[src/urib_defines.svh]
// register offsets, field positions, reset values and timing counts
// assumes it is included by bare name from files that use the macros
`ifndef URIB_DEFINES_SVH
`define URIB_DEFINES_SVH

// ----------------------------------------------------------------
// register offsets on the plain register port
// ----------------------------------------------------------------
`define URIB_ADDR_DIV_LOW   4'h0
`define URIB_ADDR_DIV_HIGH  4'h1
`define URIB_ADDR_FIFO_CTL  4'h2
`define URIB_ADDR_LINE_CTL  4'h3
`define URIB_ADDR_MODEM_CTL 4'h4
`define URIB_ADDR_LINE_STAT 4'h5
`define URIB_ADDR_ENH_MODE  4'h6
`define URIB_ADDR_FEAT_CTL  4'h7
`define URIB_ADDR_TX_TRIG   4'h8
`define URIB_ADDR_RX_TRIG   4'h9

// ----------------------------------------------------------------
// field positions
// ----------------------------------------------------------------
`define URIB_FCR_FIFO_EN    0
`define URIB_FCR_BLOCK      3
`define URIB_MCR_PRESCALE   7
`define URIB_EMR_MODE16     7
`define URIB_FTR_AUTO_DIR   3
`define URIB_LSR_RX_DATA    0
`define URIB_LSR_THR_EMPTY  5
`define URIB_LSR_TX_EMPTY   6

// ----------------------------------------------------------------
// reset values
// ----------------------------------------------------------------
`define URIB_RST_DIV_LOW    8'h01
`define URIB_RST_DIV_HIGH   8'h00
`define URIB_RST_CTL        8'h00
`define URIB_RST_ENH_MODE   8'h80
`define URIB_RST_TRIG       8'h08

// ----------------------------------------------------------------
// timing counts
// ----------------------------------------------------------------
`define URIB_PRESCALE_LAST  2'h3
`define URIB_LAST_SAMPLE16  4'hF
`define URIB_LAST_SAMPLE8   4'h7
`define URIB_TO_CHARS       8'h04
`define URIB_TO_EXTRA_BITS  8'h0C
`define URIB_WORD_BASE      8'h05

`endif

[src/urib_pkg.sv]
// state types of the ready, interrupt and rate logic
// assumes nothing beyond a SystemVerilog compiler
package urib_pkg;

	// rate divider state
	typedef struct packed {
		logic [1:0]  pre;
		logic [15:0] div;
		logic [3:0]  sub;
		logic        sampleTick;
		logic        bitTick;
	} urib_div_t;

	// receive time-out state
	typedef struct packed {
		logic [7:0] bits;
		logic       timeout;
	} urib_to_t;

	// core registers and output flops
	typedef struct packed {
		logic [7:0] divLow;
		logic [7:0] divHigh;
		logic [7:0] fifoCtl;
		logic [7:0] lineCtl;
		logic [7:0] modemCtl;
		logic [7:0] enhMode;
		logic [7:0] featCtl;
		logic [7:0] txTrig;
		logic [7:0] rxTrig;
		logic       prescaleOwned;
		logic [2:0] pinSync;
		logic       prescalePin;
		logic [7:0] rdData;
		logic       rxReadyN;
		logic       txReadyN;
		logic       irqOut;
	} urib_core_t;

endpackage

[src/urib_tick_if.sv]
// carrier of rate settings and sampling ticks between the core's parts
// assumes all users run on the same mclk
`timescale 1ns/10ps
interface urib_tick_if;
	logic [15:0] divisor;
	logic        prescale4;
	logic        mode16;
	logic        sampleTick;
	logic        bitTick;
	modport gen  (input divisor, prescale4, mode16,
	              output sampleTick, bitTick);
	modport sink (input divisor, prescale4, mode16, sampleTick, bitTick);
endinterface
[src/urib_core.sv]
// ready pins, interrupt pin, rate generator and control registers
// of one channel; assumes FIFO counts come from logic on mclk
//
// What this block does
// - block bit clear means single-character mode; it affects ready pins only
// - receive-ready low while receive data present, high when none remains
// - block: receive-ready falls at trigger or time-out, rises when empty
// - FIFO single mode: transmit-ready low only while transmit FIFO empty
// - block mode: transmit-ready low with any free slot, high only when full
// - no FIFO: transmit interrupt low while byte waits; high when emptied, with auto direction only when whole transmitter empty
// - FIFO, no auto direction: transmit irq high below trigger or with count zero, else low
// - FIFO with auto direction: high below trigger or whole transmitter empty
// - receive interrupt high with one byte or FIFO at or above trigger
// - register access never waits on the baud clock
// - prescaler divides by 1 or 4, pin choice, modem bit 7 overrides
// - sixteen-bit divisor from 1 to 65535 gives the sampling clock
// - divisor low resets to one, high to zero
// - enhanced-mode bit 7 picks 16 or 8 samples per bit
// - line status bits 5 and 6 show transmit count zero and transmitter empty
// - transmit and receive FIFOs hold 64 bytes each
// - time-out after four words plus twelve bit times without new data or a host read
`timescale 1ns/10ps
`include "urib_defines.svh"
module urib_core
	import urib_pkg::*;
#(
	parameter int FIFO_DEPTH = 64
)
(
	// clock and reset
	input wire logic        mclk,
	input wire logic        reset_n,
	input wire logic        ce,
	// register port
	input wire logic [3:0]  regAddr,
	input wire logic [7:0]  regWrData,
	input wire logic        regWrite,
	input wire logic        regRead,
	output logic [7:0]      regRdData,
	// FIFO and shifter status
	input wire logic [6:0]  txCount,
	input wire logic [6:0]  rxCount,
	input wire logic        tsrEmpty,
	input wire logic        rxArrive,
	input wire logic        rxTake,
	// strap pin
	input wire logic        prescaleSelectPin,
	// pins and ticks out
	output logic            rxReadyN,
	output logic            txReadyN,
	output logic            irqOut,
	output logic            rxTimeout,
	output logic            sampleTick,
	output logic            bitTick
);
	// ----------------------------------------------------------------
	// elaboration checks
	// ----------------------------------------------------------------
	// counts are seven bits wide, so the depth must fit below 128
	if (FIFO_DEPTH < 1 || FIFO_DEPTH > 127)
	begin : gDepthCheck
		$error("FIFO_DEPTH must lie between 1 and 127");
	end

	localparam logic [6:0] DEPTH = 7'(FIFO_DEPTH);

	// ----------------------------------------------------------------
	// state and wiring
	// ----------------------------------------------------------------
	urib_core_t  s;
	urib_core_t  next_s;
	urib_tick_if ticks ();
	logic        timeoutLevel;
	logic        fifoOn;
	logic        blockMode;
	logic        autoDir;
	logic        prescale4;
	logic        txAllEmpty;
	logic        txIrq;
	logic        rxIrq;
	logic [7:0]  lineStatus;

	// ----------------------------------------------------------------
	// helpers
	// ----------------------------------------------------------------
	// a write strobe aimed at one offset
	function automatic logic hitWrite(input logic wr,
	                                  input logic [3:0] addr,
	                                  input logic [3:0] target);
		hitWrite = wr && (addr == target);
	endfunction

	// count at or above a trigger held in an eight-bit register
	function automatic logic atTrigger(input logic [6:0] count,
	                                   input logic [7:0] trig);
		atTrigger = ({1'b0, count} >= trig);
	endfunction

	// ----------------------------------------------------------------
	// decoded settings
	// ----------------------------------------------------------------
	// mode bits decoded once for the pin logic
	always_comb
	begin
		fifoOn = s.fifoCtl[`URIB_FCR_FIFO_EN];
		blockMode = fifoOn && s.fifoCtl[`URIB_FCR_BLOCK];
		autoDir = s.featCtl[`URIB_FTR_AUTO_DIR];
		// software wins once it has written the modem control register
		prescale4 = s.prescaleOwned ? s.modemCtl[`URIB_MCR_PRESCALE]
		                            : s.prescalePin;
		txAllEmpty = (txCount == 7'h00) && tsrEmpty;
	end

	// ----------------------------------------------------------------
	// rate generator and time-out
	// ----------------------------------------------------------------
	// settings read straight from mclk registers, never from the ticks
	assign ticks.divisor = {s.divHigh, s.divLow};
	assign ticks.prescale4 = prescale4;
	assign ticks.mode16 = s.enhMode[`URIB_EMR_MODE16];

	urib_rate_divider uRate (
		.mclk    (mclk),
		.reset_n (reset_n),
		.ce      (ce),
		.ticks   (ticks)
	);

	urib_rx_timeout uTimeout (
		.mclk      (mclk),
		.reset_n   (reset_n),
		.ce        (ce),
		.ticks     (ticks),
		.wordLen   (s.lineCtl[1:0]),
		.rxHasData (rxCount != 7'h00),
		.rxArrive  (rxArrive),
		.rxTake    (rxTake),
		.timeout   (timeoutLevel)
	);

	// ----------------------------------------------------------------
	// interrupt conditions
	// ----------------------------------------------------------------
	// transmitter and receiver sources share one active-high pin
	always_comb
	begin
		if (!fifoOn)
		begin
			// holding register only: any count means a byte waits
			if (autoDir)
				txIrq = txAllEmpty;
			else
				txIrq = (txCount == 7'h00);
			rxIrq = (rxCount != 7'h00);
		end
		else
		begin
			// a zero trigger still signals through the empty term
			if (autoDir)
				txIrq = !atTrigger(txCount, s.txTrig)
				        || txAllEmpty;
			else
				txIrq = !atTrigger(txCount, s.txTrig)
				        || (txCount == 7'h00);
			rxIrq = atTrigger(rxCount, s.rxTrig);
		end
	end

	// ----------------------------------------------------------------
	// line status
	// ----------------------------------------------------------------
	// only the status bits this block owns; the rest read as zero
	always_comb
	begin
		lineStatus = 8'h00;
		lineStatus[`URIB_LSR_RX_DATA] = (rxCount != 7'h00);
		lineStatus[`URIB_LSR_THR_EMPTY] = (txCount == 7'h00);
		lineStatus[`URIB_LSR_TX_EMPTY] = txAllEmpty;
	end

	// ----------------------------------------------------------------
	// next state
	// ----------------------------------------------------------------
	always_comb
	begin
		next_s = s;

		// strap pin: three stages, a change counts when the last two agree
		next_s.pinSync = {s.pinSync[1:0], prescaleSelectPin};
		if (s.pinSync[1] == s.pinSync[2])
			next_s.prescalePin = s.pinSync[2];

		// register writes, single cycle, never stalled
		if (hitWrite(regWrite, regAddr, `URIB_ADDR_DIV_LOW))
			next_s.divLow = regWrData;
		if (hitWrite(regWrite, regAddr, `URIB_ADDR_DIV_HIGH))
			next_s.divHigh = regWrData;
		if (hitWrite(regWrite, regAddr, `URIB_ADDR_FIFO_CTL))
			next_s.fifoCtl = regWrData;
		if (hitWrite(regWrite, regAddr, `URIB_ADDR_LINE_CTL))
			next_s.lineCtl = regWrData;
		if (hitWrite(regWrite, regAddr, `URIB_ADDR_MODEM_CTL))
		begin
			next_s.modemCtl = regWrData;
			next_s.prescaleOwned = 1'b1;
		end
		if (hitWrite(regWrite, regAddr, `URIB_ADDR_ENH_MODE))
			next_s.enhMode = regWrData;
		if (hitWrite(regWrite, regAddr, `URIB_ADDR_FEAT_CTL))
			next_s.featCtl = regWrData;
		if (hitWrite(regWrite, regAddr, `URIB_ADDR_TX_TRIG))
			next_s.txTrig = regWrData;
		if (hitWrite(regWrite, regAddr, `URIB_ADDR_RX_TRIG))
			next_s.rxTrig = regWrData;

		// read data live for one cycle after the strobe, else zero
		next_s.rdData = 8'h00;
		if (regRead)
		begin
			unique case (regAddr)
				`URIB_ADDR_DIV_LOW:   next_s.rdData = s.divLow;
				`URIB_ADDR_DIV_HIGH:  next_s.rdData = s.divHigh;
				`URIB_ADDR_FIFO_CTL:  next_s.rdData = s.fifoCtl;
				`URIB_ADDR_LINE_CTL:  next_s.rdData = s.lineCtl;
				`URIB_ADDR_MODEM_CTL: next_s.rdData = {prescale4,
				                                       s.modemCtl[6:0]};
				`URIB_ADDR_LINE_STAT: next_s.rdData = lineStatus;
				`URIB_ADDR_ENH_MODE:  next_s.rdData = s.enhMode;
				`URIB_ADDR_FEAT_CTL:  next_s.rdData = s.featCtl;
				`URIB_ADDR_TX_TRIG:   next_s.rdData = s.txTrig;
				`URIB_ADDR_RX_TRIG:   next_s.rdData = s.rxTrig;
				default:              next_s.rdData = 8'h00;
			endcase
		end

		// receive-ready pin
		if (!blockMode)
			next_s.rxReadyN = (rxCount == 7'h00);
		else if (rxCount == 7'h00)
			next_s.rxReadyN = 1'b1;
		else if (atTrigger(rxCount, s.rxTrig) || timeoutLevel)
			next_s.rxReadyN = 1'b0;

		// transmit-ready pin; without FIFOs it follows the holding byte
		if (blockMode)
			next_s.txReadyN = (txCount >= DEPTH);
		else
			next_s.txReadyN = (txCount != 7'h00);

		// interrupt pin
		next_s.irqOut = txIrq || rxIrq;
	end

	// ----------------------------------------------------------------
	// state register
	// ----------------------------------------------------------------
	// asynchronous reset loads constants only; the strap settles later
	always_ff @(posedge mclk or negedge reset_n)
	begin
		if (!reset_n)
		begin
			s <= '0;
			s.divLow <= `URIB_RST_DIV_LOW;
			s.divHigh <= `URIB_RST_DIV_HIGH;
			s.fifoCtl <= `URIB_RST_CTL;
			s.lineCtl <= `URIB_RST_CTL;
			s.modemCtl <= `URIB_RST_CTL;
			s.enhMode <= `URIB_RST_ENH_MODE;
			s.featCtl <= `URIB_RST_CTL;
			s.txTrig <= `URIB_RST_TRIG;
			s.rxTrig <= `URIB_RST_TRIG;
			s.rxReadyN <= 1'b1;
			s.txReadyN <= 1'b0;
			s.irqOut <= 1'b0;
		end
		else if (ce)
			s <= next_s;
	end

	// ----------------------------------------------------------------
	// outputs
	// ----------------------------------------------------------------
	assign regRdData = s.rdData;
	assign rxReadyN = s.rxReadyN;
	assign txReadyN = s.txReadyN;
	assign irqOut = s.irqOut;
	assign rxTimeout = timeoutLevel;
	assign sampleTick = ticks.sampleTick;
	assign bitTick = ticks.bitTick;
endmodule

[src/urib_rate_divider.sv]
// prescaler and programmable divisor giving sampling and bit ticks
// assumes divisor and mode settings come from registers on mclk
`timescale 1ns/10ps
`include "urib_defines.svh"
module urib_rate_divider
	import urib_pkg::*;
(
	// clock and reset
	input wire logic  mclk,
	input wire logic  reset_n,
	input wire logic  ce,
	// settings in, ticks out
	urib_tick_if.gen  ticks
);
	urib_div_t s;
	urib_div_t next_s;
	logic      preHit;
	logic [3:0] lastSub;

	// ticks are enables on mclk, so no second clock domain exists
	always_comb
	begin
		next_s = s;
		next_s.sampleTick = 1'b0;
		next_s.bitTick = 1'b0;
		preHit = ticks.prescale4 ? (s.pre == `URIB_PRESCALE_LAST) : 1'b1;
		lastSub = ticks.mode16 ? `URIB_LAST_SAMPLE16 : `URIB_LAST_SAMPLE8;
		next_s.pre = (preHit || !ticks.prescale4) ? 2'h0 : s.pre + 2'h1;
		// a zero divisor stops the ticks; >= absorbs a divisor lowered mid-count
		if (preHit && ticks.divisor != 16'h0000)
		begin
			if (s.div >= ticks.divisor - 16'h0001)
			begin
				next_s.div = 16'h0000;
				next_s.sampleTick = 1'b1;
				if (s.sub >= lastSub)
				begin
					next_s.sub = 4'h0;
					next_s.bitTick = 1'b1;
				end
				else
					next_s.sub = s.sub + 4'h1;
			end
			else
				next_s.div = s.div + 16'h0001;
		end
	end

	// state register
	always_ff @(posedge mclk or negedge reset_n)
	begin
		if (!reset_n)
			s <= '0;
		else if (ce)
			s <= next_s;
	end

	assign ticks.sampleTick = s.sampleTick;
	assign ticks.bitTick = s.bitTick;
endmodule

[src/urib_rx_timeout.sv]
// receive time-out: four words plus twelve bit times of silence
// assumes rxArrive and rxTake are one-cycle pulses on mclk
`timescale 1ns/10ps
`include "urib_defines.svh"
module urib_rx_timeout
	import urib_pkg::*;
(
	// clock and reset
	input wire logic        mclk,
	input wire logic        reset_n,
	input wire logic        ce,
	// bit ticks
	urib_tick_if.sink       ticks,
	// receive side status
	input wire logic [1:0]  wordLen,
	input wire logic        rxHasData,
	input wire logic        rxArrive,
	input wire logic        rxTake,
	// event level
	output logic            timeout
);
	urib_to_t s;
	urib_to_t next_s;

	// bit times to wait for a given word-length field
	function automatic logic [7:0] waitBits(input logic [1:0] wl);
		waitBits = `URIB_TO_CHARS * (`URIB_WORD_BASE + {6'h00, wl})
		         + `URIB_TO_EXTRA_BITS;
	endfunction

	// fresh data or a host read restarts the silence count
	always_comb
	begin
		next_s = s;
		if (!rxHasData || rxArrive || rxTake)
		begin
			next_s.bits = 8'h00;
			next_s.timeout = 1'b0;
		end
		else if (ticks.bitTick && !s.timeout)
		begin
			next_s.bits = s.bits + 8'h01;
			if (s.bits >= waitBits(wordLen) - 8'h01)
				next_s.timeout = 1'b1;
		end
	end

	// state register
	always_ff @(posedge mclk or negedge reset_n)
	begin
		if (!reset_n)
			s <= '0;
		else if (ce)
			s <= next_s;
	end

	assign timeout = s.timeout;
endmodule

[config.mk]
export PLATFORM = sky130hd
export DESIGN_NAME = urib_core
export DESIGN_NICKNAME = d
export VERILOG_FILES = /design/src/urib_pkg.sv /design/src/urib_tick_if.sv /design/src/urib_core.sv /design/src/urib_rate_divider.sv /design/src/urib_rx_timeout.sv
export VERILOG_INCLUDE_DIRS = /design/src
export SDC_FILE = /design/constraint.sdc
export NUM_CORES = 1
export LEC_CHECK = 0
export BUFFER_PORTS_ARGS = -buffer_cell sky130_fd_sc_hd__buf_2
export CORE_MARGIN = 8
export CORE_UTILIZATION = 25
export CTS_CLUSTER_DIAMETER = 40
export DETAILED_ROUTE_END_ITERATION = 10
export PLACE_DENSITY = 0.42
export REMOVE_ABC_BUFFERS = 1
export SKIP_LAST_GASP = 1
export SLEW_MARGIN = 20
export SYNTH_ARGS = -nofsm -noshare
export SYNTH_HDL_FRONTEND = slang
export SYNTH_SLANG_ARGS = --single-unit
export TNS_END_PERCENT = 20
[constraint.sdc]
create_clock -name mclk -period 4.1 [get_ports mclk]
set_input_delay 0.615 -clock mclk [delete_from_list [all_inputs] [get_ports mclk]]
set_output_delay 0.615 -clock mclk [all_outputs]
set_load 0.05 [all_outputs]
-- Word level (Yosys, flattened, before mapping)
Index checks and enable logic that the tools add are counted.
- bits in registers: 121
- input port bits: 35
- output and inout bits: 14
- $add $sub $neg: 8
- order comparisons: 6
- equal/unequal tests: 12
- multiplexer cells: 22
- reduce and logical (&&, ||, !) cells: 47
- operator list (cell ; number):
    one-hot mux 8 bit (10 select lines) ; 1
    AND reduction 2 bit ; 13
    two-way mux 9 bit ; 2
    adder 16 x 1 -> 16 bit, second input constant ; 1
    == test 4 x 3 -> 1 bit, second input constant ; 4
    >= comparator 16 bit ; 1
    >= comparator 7 x 8 -> 1 bit ; 2
    two-way mux 16 bit ; 1
    nonzero test 16 bit ; 1
    subtractor 16 x 1 -> 16 bit, second input constant ; 1
    zero test 7 bit ; 2
    nonzero test 7 bit ; 2
    logical AND 1 bit ; 13
    two-way mux 1 bit ; 12
    adder 8 x 1 -> 8 bit, second input constant ; 1
    adder 8 x 4 -> 8 bit, second input constant ; 1
    == test 4 x 2 -> 1 bit, second input constant ; 2
    == test 4 bit, second input constant ; 2
    >= comparator 8 bit ; 1
    two-way mux 4 bit ; 2
    two-way mux 8 bit ; 1
    subtractor 8 x 1 -> 8 bit, second input constant ; 1
    >= comparator 7 bit, second input constant ; 1
    logical OR 1 bit ; 7
    13 further kinds ; 20

-- Longest topological paths before layout
- word-level depth: 7
- gate-level depth with buffers: 13

-- Hierarchy
From an unflattened synthesis, not the netlist that was laid out.
- cells, all modules: 667
- area total of the unflattened synthesis: 7180.6 um^2
- by module, submodules not included (module ; times used ; cells an instance ; area an instance (um^2) ; sequential area each (um^2)):
    urib_core ; 1 ; 385 ; 4624.4 ; 2208.4
    urib_rate_divider ; 1 ; 214 ; 1915.6 ; 600.6
    urib_rx_timeout ; 1 ; 68 ; 640.6 ; 225.2

-- Worst setup path after synthesis
No wires, ideal clock.
- path kind: reg-to-reg
- from: reg s[76] (netlist name)
- to: reg uRate.s[5] (netlist name)
- setup time: 122 ps
- arrival time: 3024 ps
- required time: 3978 ps
- setup slack: 955 ps
- cell stages (with the launch flop): 13
- buffers on the path: 1
- cells stage by stage: dfrtp_1 > or4_4 > or3_4 > nor2_1 > xnor2_1 > ha_1 > a21oi_1 > o21a_1 > o211ai_1 > o31a_1 > and2_4 > buf_6 > a32o_1
- cells in the longest elaborated chain, start to end: 3
- RTL lines (what ; line ; source):
    start, declared ; urib_core.sv:70 ; urib_core_t s;
    start signal, assigned ; urib_core.sv:277 ; s <= next_s;
    subtractor 16 x 1 -> 16 bit / nonzero test 16 bit (equally long branches) ; urib_rate_divider.sv:32, urib_rate_divider.sv:30 ;
    >= comparator 16 bit / logical AND 1 bit (equally long branches) ; urib_rate_divider.sv:32, urib_rate_divider.sv:30 ;
    AND reduction 3 bit (no line) (*) ; -- ;
    end signal, assigned ; urib_rate_divider.sv:55 ; s <= next_s;
    end, declared ; urib_rate_divider.sv:15 ; urib_div_t s;
Every way passes the cells marked *; elsewhere a longest branch is shown, timed or not.
A chain may end at the register's enable or synchronous reset.

-- Worst setup path in the final report
- from: reg s[75] (netlist name)
- to: reg uRate.s[6] (netlist name)
- cells in the longest elaborated chain, start to end: 3
- RTL lines (what ; line):
    subtractor 16 x 1 -> 16 bit / nonzero test 16 bit (equally long branches) ; urib_rate_divider.sv:32, urib_rate_divider.sv:30
    >= comparator 16 bit / logical AND 1 bit (equally long branches) ; urib_rate_divider.sv:32, urib_rate_divider.sv:30
    two-way mux 16 bit / AND reduction 2 bit (equally long branches) ; --
Parallel ways exist; a longest one is shown, timed or not.

==> flow_summary.yaml <==
synth:
  synth_flop_cell: "dfrtp_1"
  synth_cell_type_count: 60
  syn_area_per_cell_um2: 10.4
  yosysWarningCount: 0
  ys_seq_area_frac: 0.442
  synth_edf_count: 0
  synth_top_area_cell: "dfrtp_1"
  ys_ff_latch: 121
  synth.top_cell.area_share: 0.423
  synthCells: 658
  synth_area_mm2: 0.00686
  netlist_top_cells_area: "dfrtp_1 (42%), mux2_2 (11%), ha_1 (7.7%)"
  synthArstFlopShare: 1.00
timing:
  rsz0062_at_grt: "false"
  fin_setup_tns_ps: 0
  worst_pin_slew_ps: 804
  fin_ws_ps: 611
  slew_headroom: 0.464
  setup_viol: 0
  skew_ps: 14.0
  hold_slack_ps: 292
  fmax_mhz: 287
  finalHoldViolCount: 0
  drv_slew: 0
  fin_crit_sh: 0.851
  finalCriticalPeriod_ps: 3490
pwr:
  p_clk_frac: 0.360
  p_leak_nw: 3.59
  power.share.sequential: 0.406
  p_int_mw: 2.63
  power_density_mw_per_mm2: 493
  comb_power_share: 0.234
  p_sw_mw: 1.34
  switching_share: 0.337
  peakVddDrop_uv: 213
clock_tree:
  htree_levels: 4
  cts_buffers: 17
  cts_resized: 0
  cts_setup_buffers: 0
  cts.sinks: 121
  clk_latency_ps: 430
  cts_hold_buf: 0
  clockBufferDepth: 2
  clk_pin_slew_ps: 60
  cts_root_buf: "clkbuf_16"
  cts_tree: "done"
hold_path:
  hp-class: "input port to asynchronous set/reset pin"
drt:
  wirelength_mm: 20.0
  wl_met3_um: 734
  num_vias: 5095
  routedWlPerCell_um: 18.9
  drc: 0
  drt-initial-drc-count: 297
  firstDrtPassIters: 4
  dr_wl_met2_mm: 9.03
  ant_nets: 0
  routed.top_layer: "met5"
  m1WireLength_mm: 9.96
  vias_per_cell: 4.80
cells_and_area:
  final_common_cell: "dfrtp_1"
  nNetsFinal: 784
  drive_gt1_frac: 0.250
  final_cell_mix: "dfrtp_1 (116), mux2_2 (66), nand2_1 (51)"
  syn2layout_area_growth_pct: 17.4
  antenna_cells: 0
floorplanning:
  die_h_um: 182
  start_util: 0.254
  boundaryPins: 49
  core_area_mm2: 0.0270
  dieArea_mm2: 0.0330
  die_w_um: 182
  fp-row-count: 60
placement:
  place_hpwl_mm: 14.6
  place_ws_ps: 612
  gp_congestion: 0.766
  port_buffers: 48
worst_setup_path:
  cp_num_buf_inv: 0
  crit_chain: "or4_4 > or3_4 > nor2_1 > xnor2_1 > ha_1 > a21oi_1 > o21a_1 > o211ai_1 > o31a_1 > nor2_2 > mux2_2"
  crit_path_max_incr_delay_ps: 550
  path_delay_family: "simple AND/OR/NAND/NOR gates"
  worstPathArrival_ps: 3850
  start_kind: "flip-flop"
  cp.required_ps: 4460
  crit_type: "flip-flop to flip-flop"
  crit_slowest_cell: "or4_4"
  critPathMaxFanout: 16
  endpoint_kind: "flip-flop"
run_status:
  outcome: "complete, no violations"
run:
  cap_violations: 0
global_routing:
  grt_pass1_wl_mm: 32.2
  grt_pass1_vias: 5374
  grt_max_degree: 58
  globalRouteOverflowTotal: 0
  antenna_found_initial: 1
  grt_usage: 0.126
==> cells by family (layout without fill, tap and decap cells) <==
| family | count (synthesis) | after routing | synth area share |
|---|---|---|---|
| compound gates | 136 | 136 | 0.137 |
| xor+xnor | 25 | 25 | 0.0319 |
| fa+ha+maj | 42 | 42 | 0.0766 |
| buf+inv | 61 | 123 | 0.0389 |
| flops | 121 | 121 | 0.442 |
| mux | 83 | 83 | 0.135 |
| simple gates | 190 | 190 | 0.138 |
==> per-layer routing <==
metal,GRT usage,vias to the layer above
met3,0.0255,16
met4,0.0367,2
met2,0.195,95
met5,0,-
met1,0.175,2480
li1,-,2502
==> power groups by stage <==
stage | clock network (mW) | registers, mW | logic [mW]
detailed placement | 0 | 1.63 | 0.945
finish | 1.43 | 1.61 | 0.929
floorplan | 0 | 1.59 | 0.635
CTS | 1.46 | 1.61 | 0.948
global placement | 0 | 1.63 | 0.945
global route | 1.52 | 1.65 | 1.06
==> flip-flops by register name, indices dropped and copies added, names as in the netlist <==
signal / cells
uTimeout.timeout: 1
next_s: 2
txReadyN: 1
uRate.ticks.bitTick: 1
uTimeout.s: 8
s: 73
rxReadyN: 1
irqOut: 1
fifoOn: 1
regRdData: 8
uRate.ticks.sampleTick: 1
uRate.s: 22
autoDir: 1
==> cell usage after synthesis (all sizes together) (6+ instances only) <==
library cell  count
a21oi            18
dfrtp           116
a22oi             6
o21ai            43
a21o              7
o2bb2ai           9
a22o             12
and3              6
buf              10
xnor2            15
nor4             10
inv              29
clkbuf           22
nand4            11
xor2             10
nor2             41
ha               42
mux2i            16
nor3             21
nand3            18
mux2             66
nor2b            12
nand2            51
==> final timing paths <==
kind | start | to | slack (ps) | cells after the start
max in group asynchronous | reset_n | s[27] | 2990 | 2
worst min register to register | uRate.ticks.sampleTick | uRate.ticks.sampleTick | 470 | 1
worst max-delay path | s[75] | uRate.s[6] | 610 | 11
worst min-delay path | reset_n | uTimeout.s[1] | 290 | 1
worst max register to register | s[75] | uRate.s[6] | 610 | 11
min in group mclk | prescaleSelectPin | next_s[13] | 430 | 2
==> cell type report <==
type / instances / area (um^2)
inverters: 29 / 109
clock inverters: 14 / 115
fillers: 2775 / 18900
multi-input cells: 476 / 3560
well taps: 341 / 427
flip-flops and latches: 121 / 3030
repair buffers: 62 / 360
clock buffers: 18 / 439
==> through the flow <==
step                      cell area [um^2]  cells  utilization  total power [mW]
final                                 8050   1061        0.299              3.97
after global routing                  8050   1061        0.299              4.23
after CTS                             8050   1061        0.299              4.02
after detailed placement              7490   1029        0.278              2.58
after global placement                7490   1029        0.278              2.58
after floorplan                       6700    626            -              2.23
Note: power is estimated with default switching activity, not from simulation.
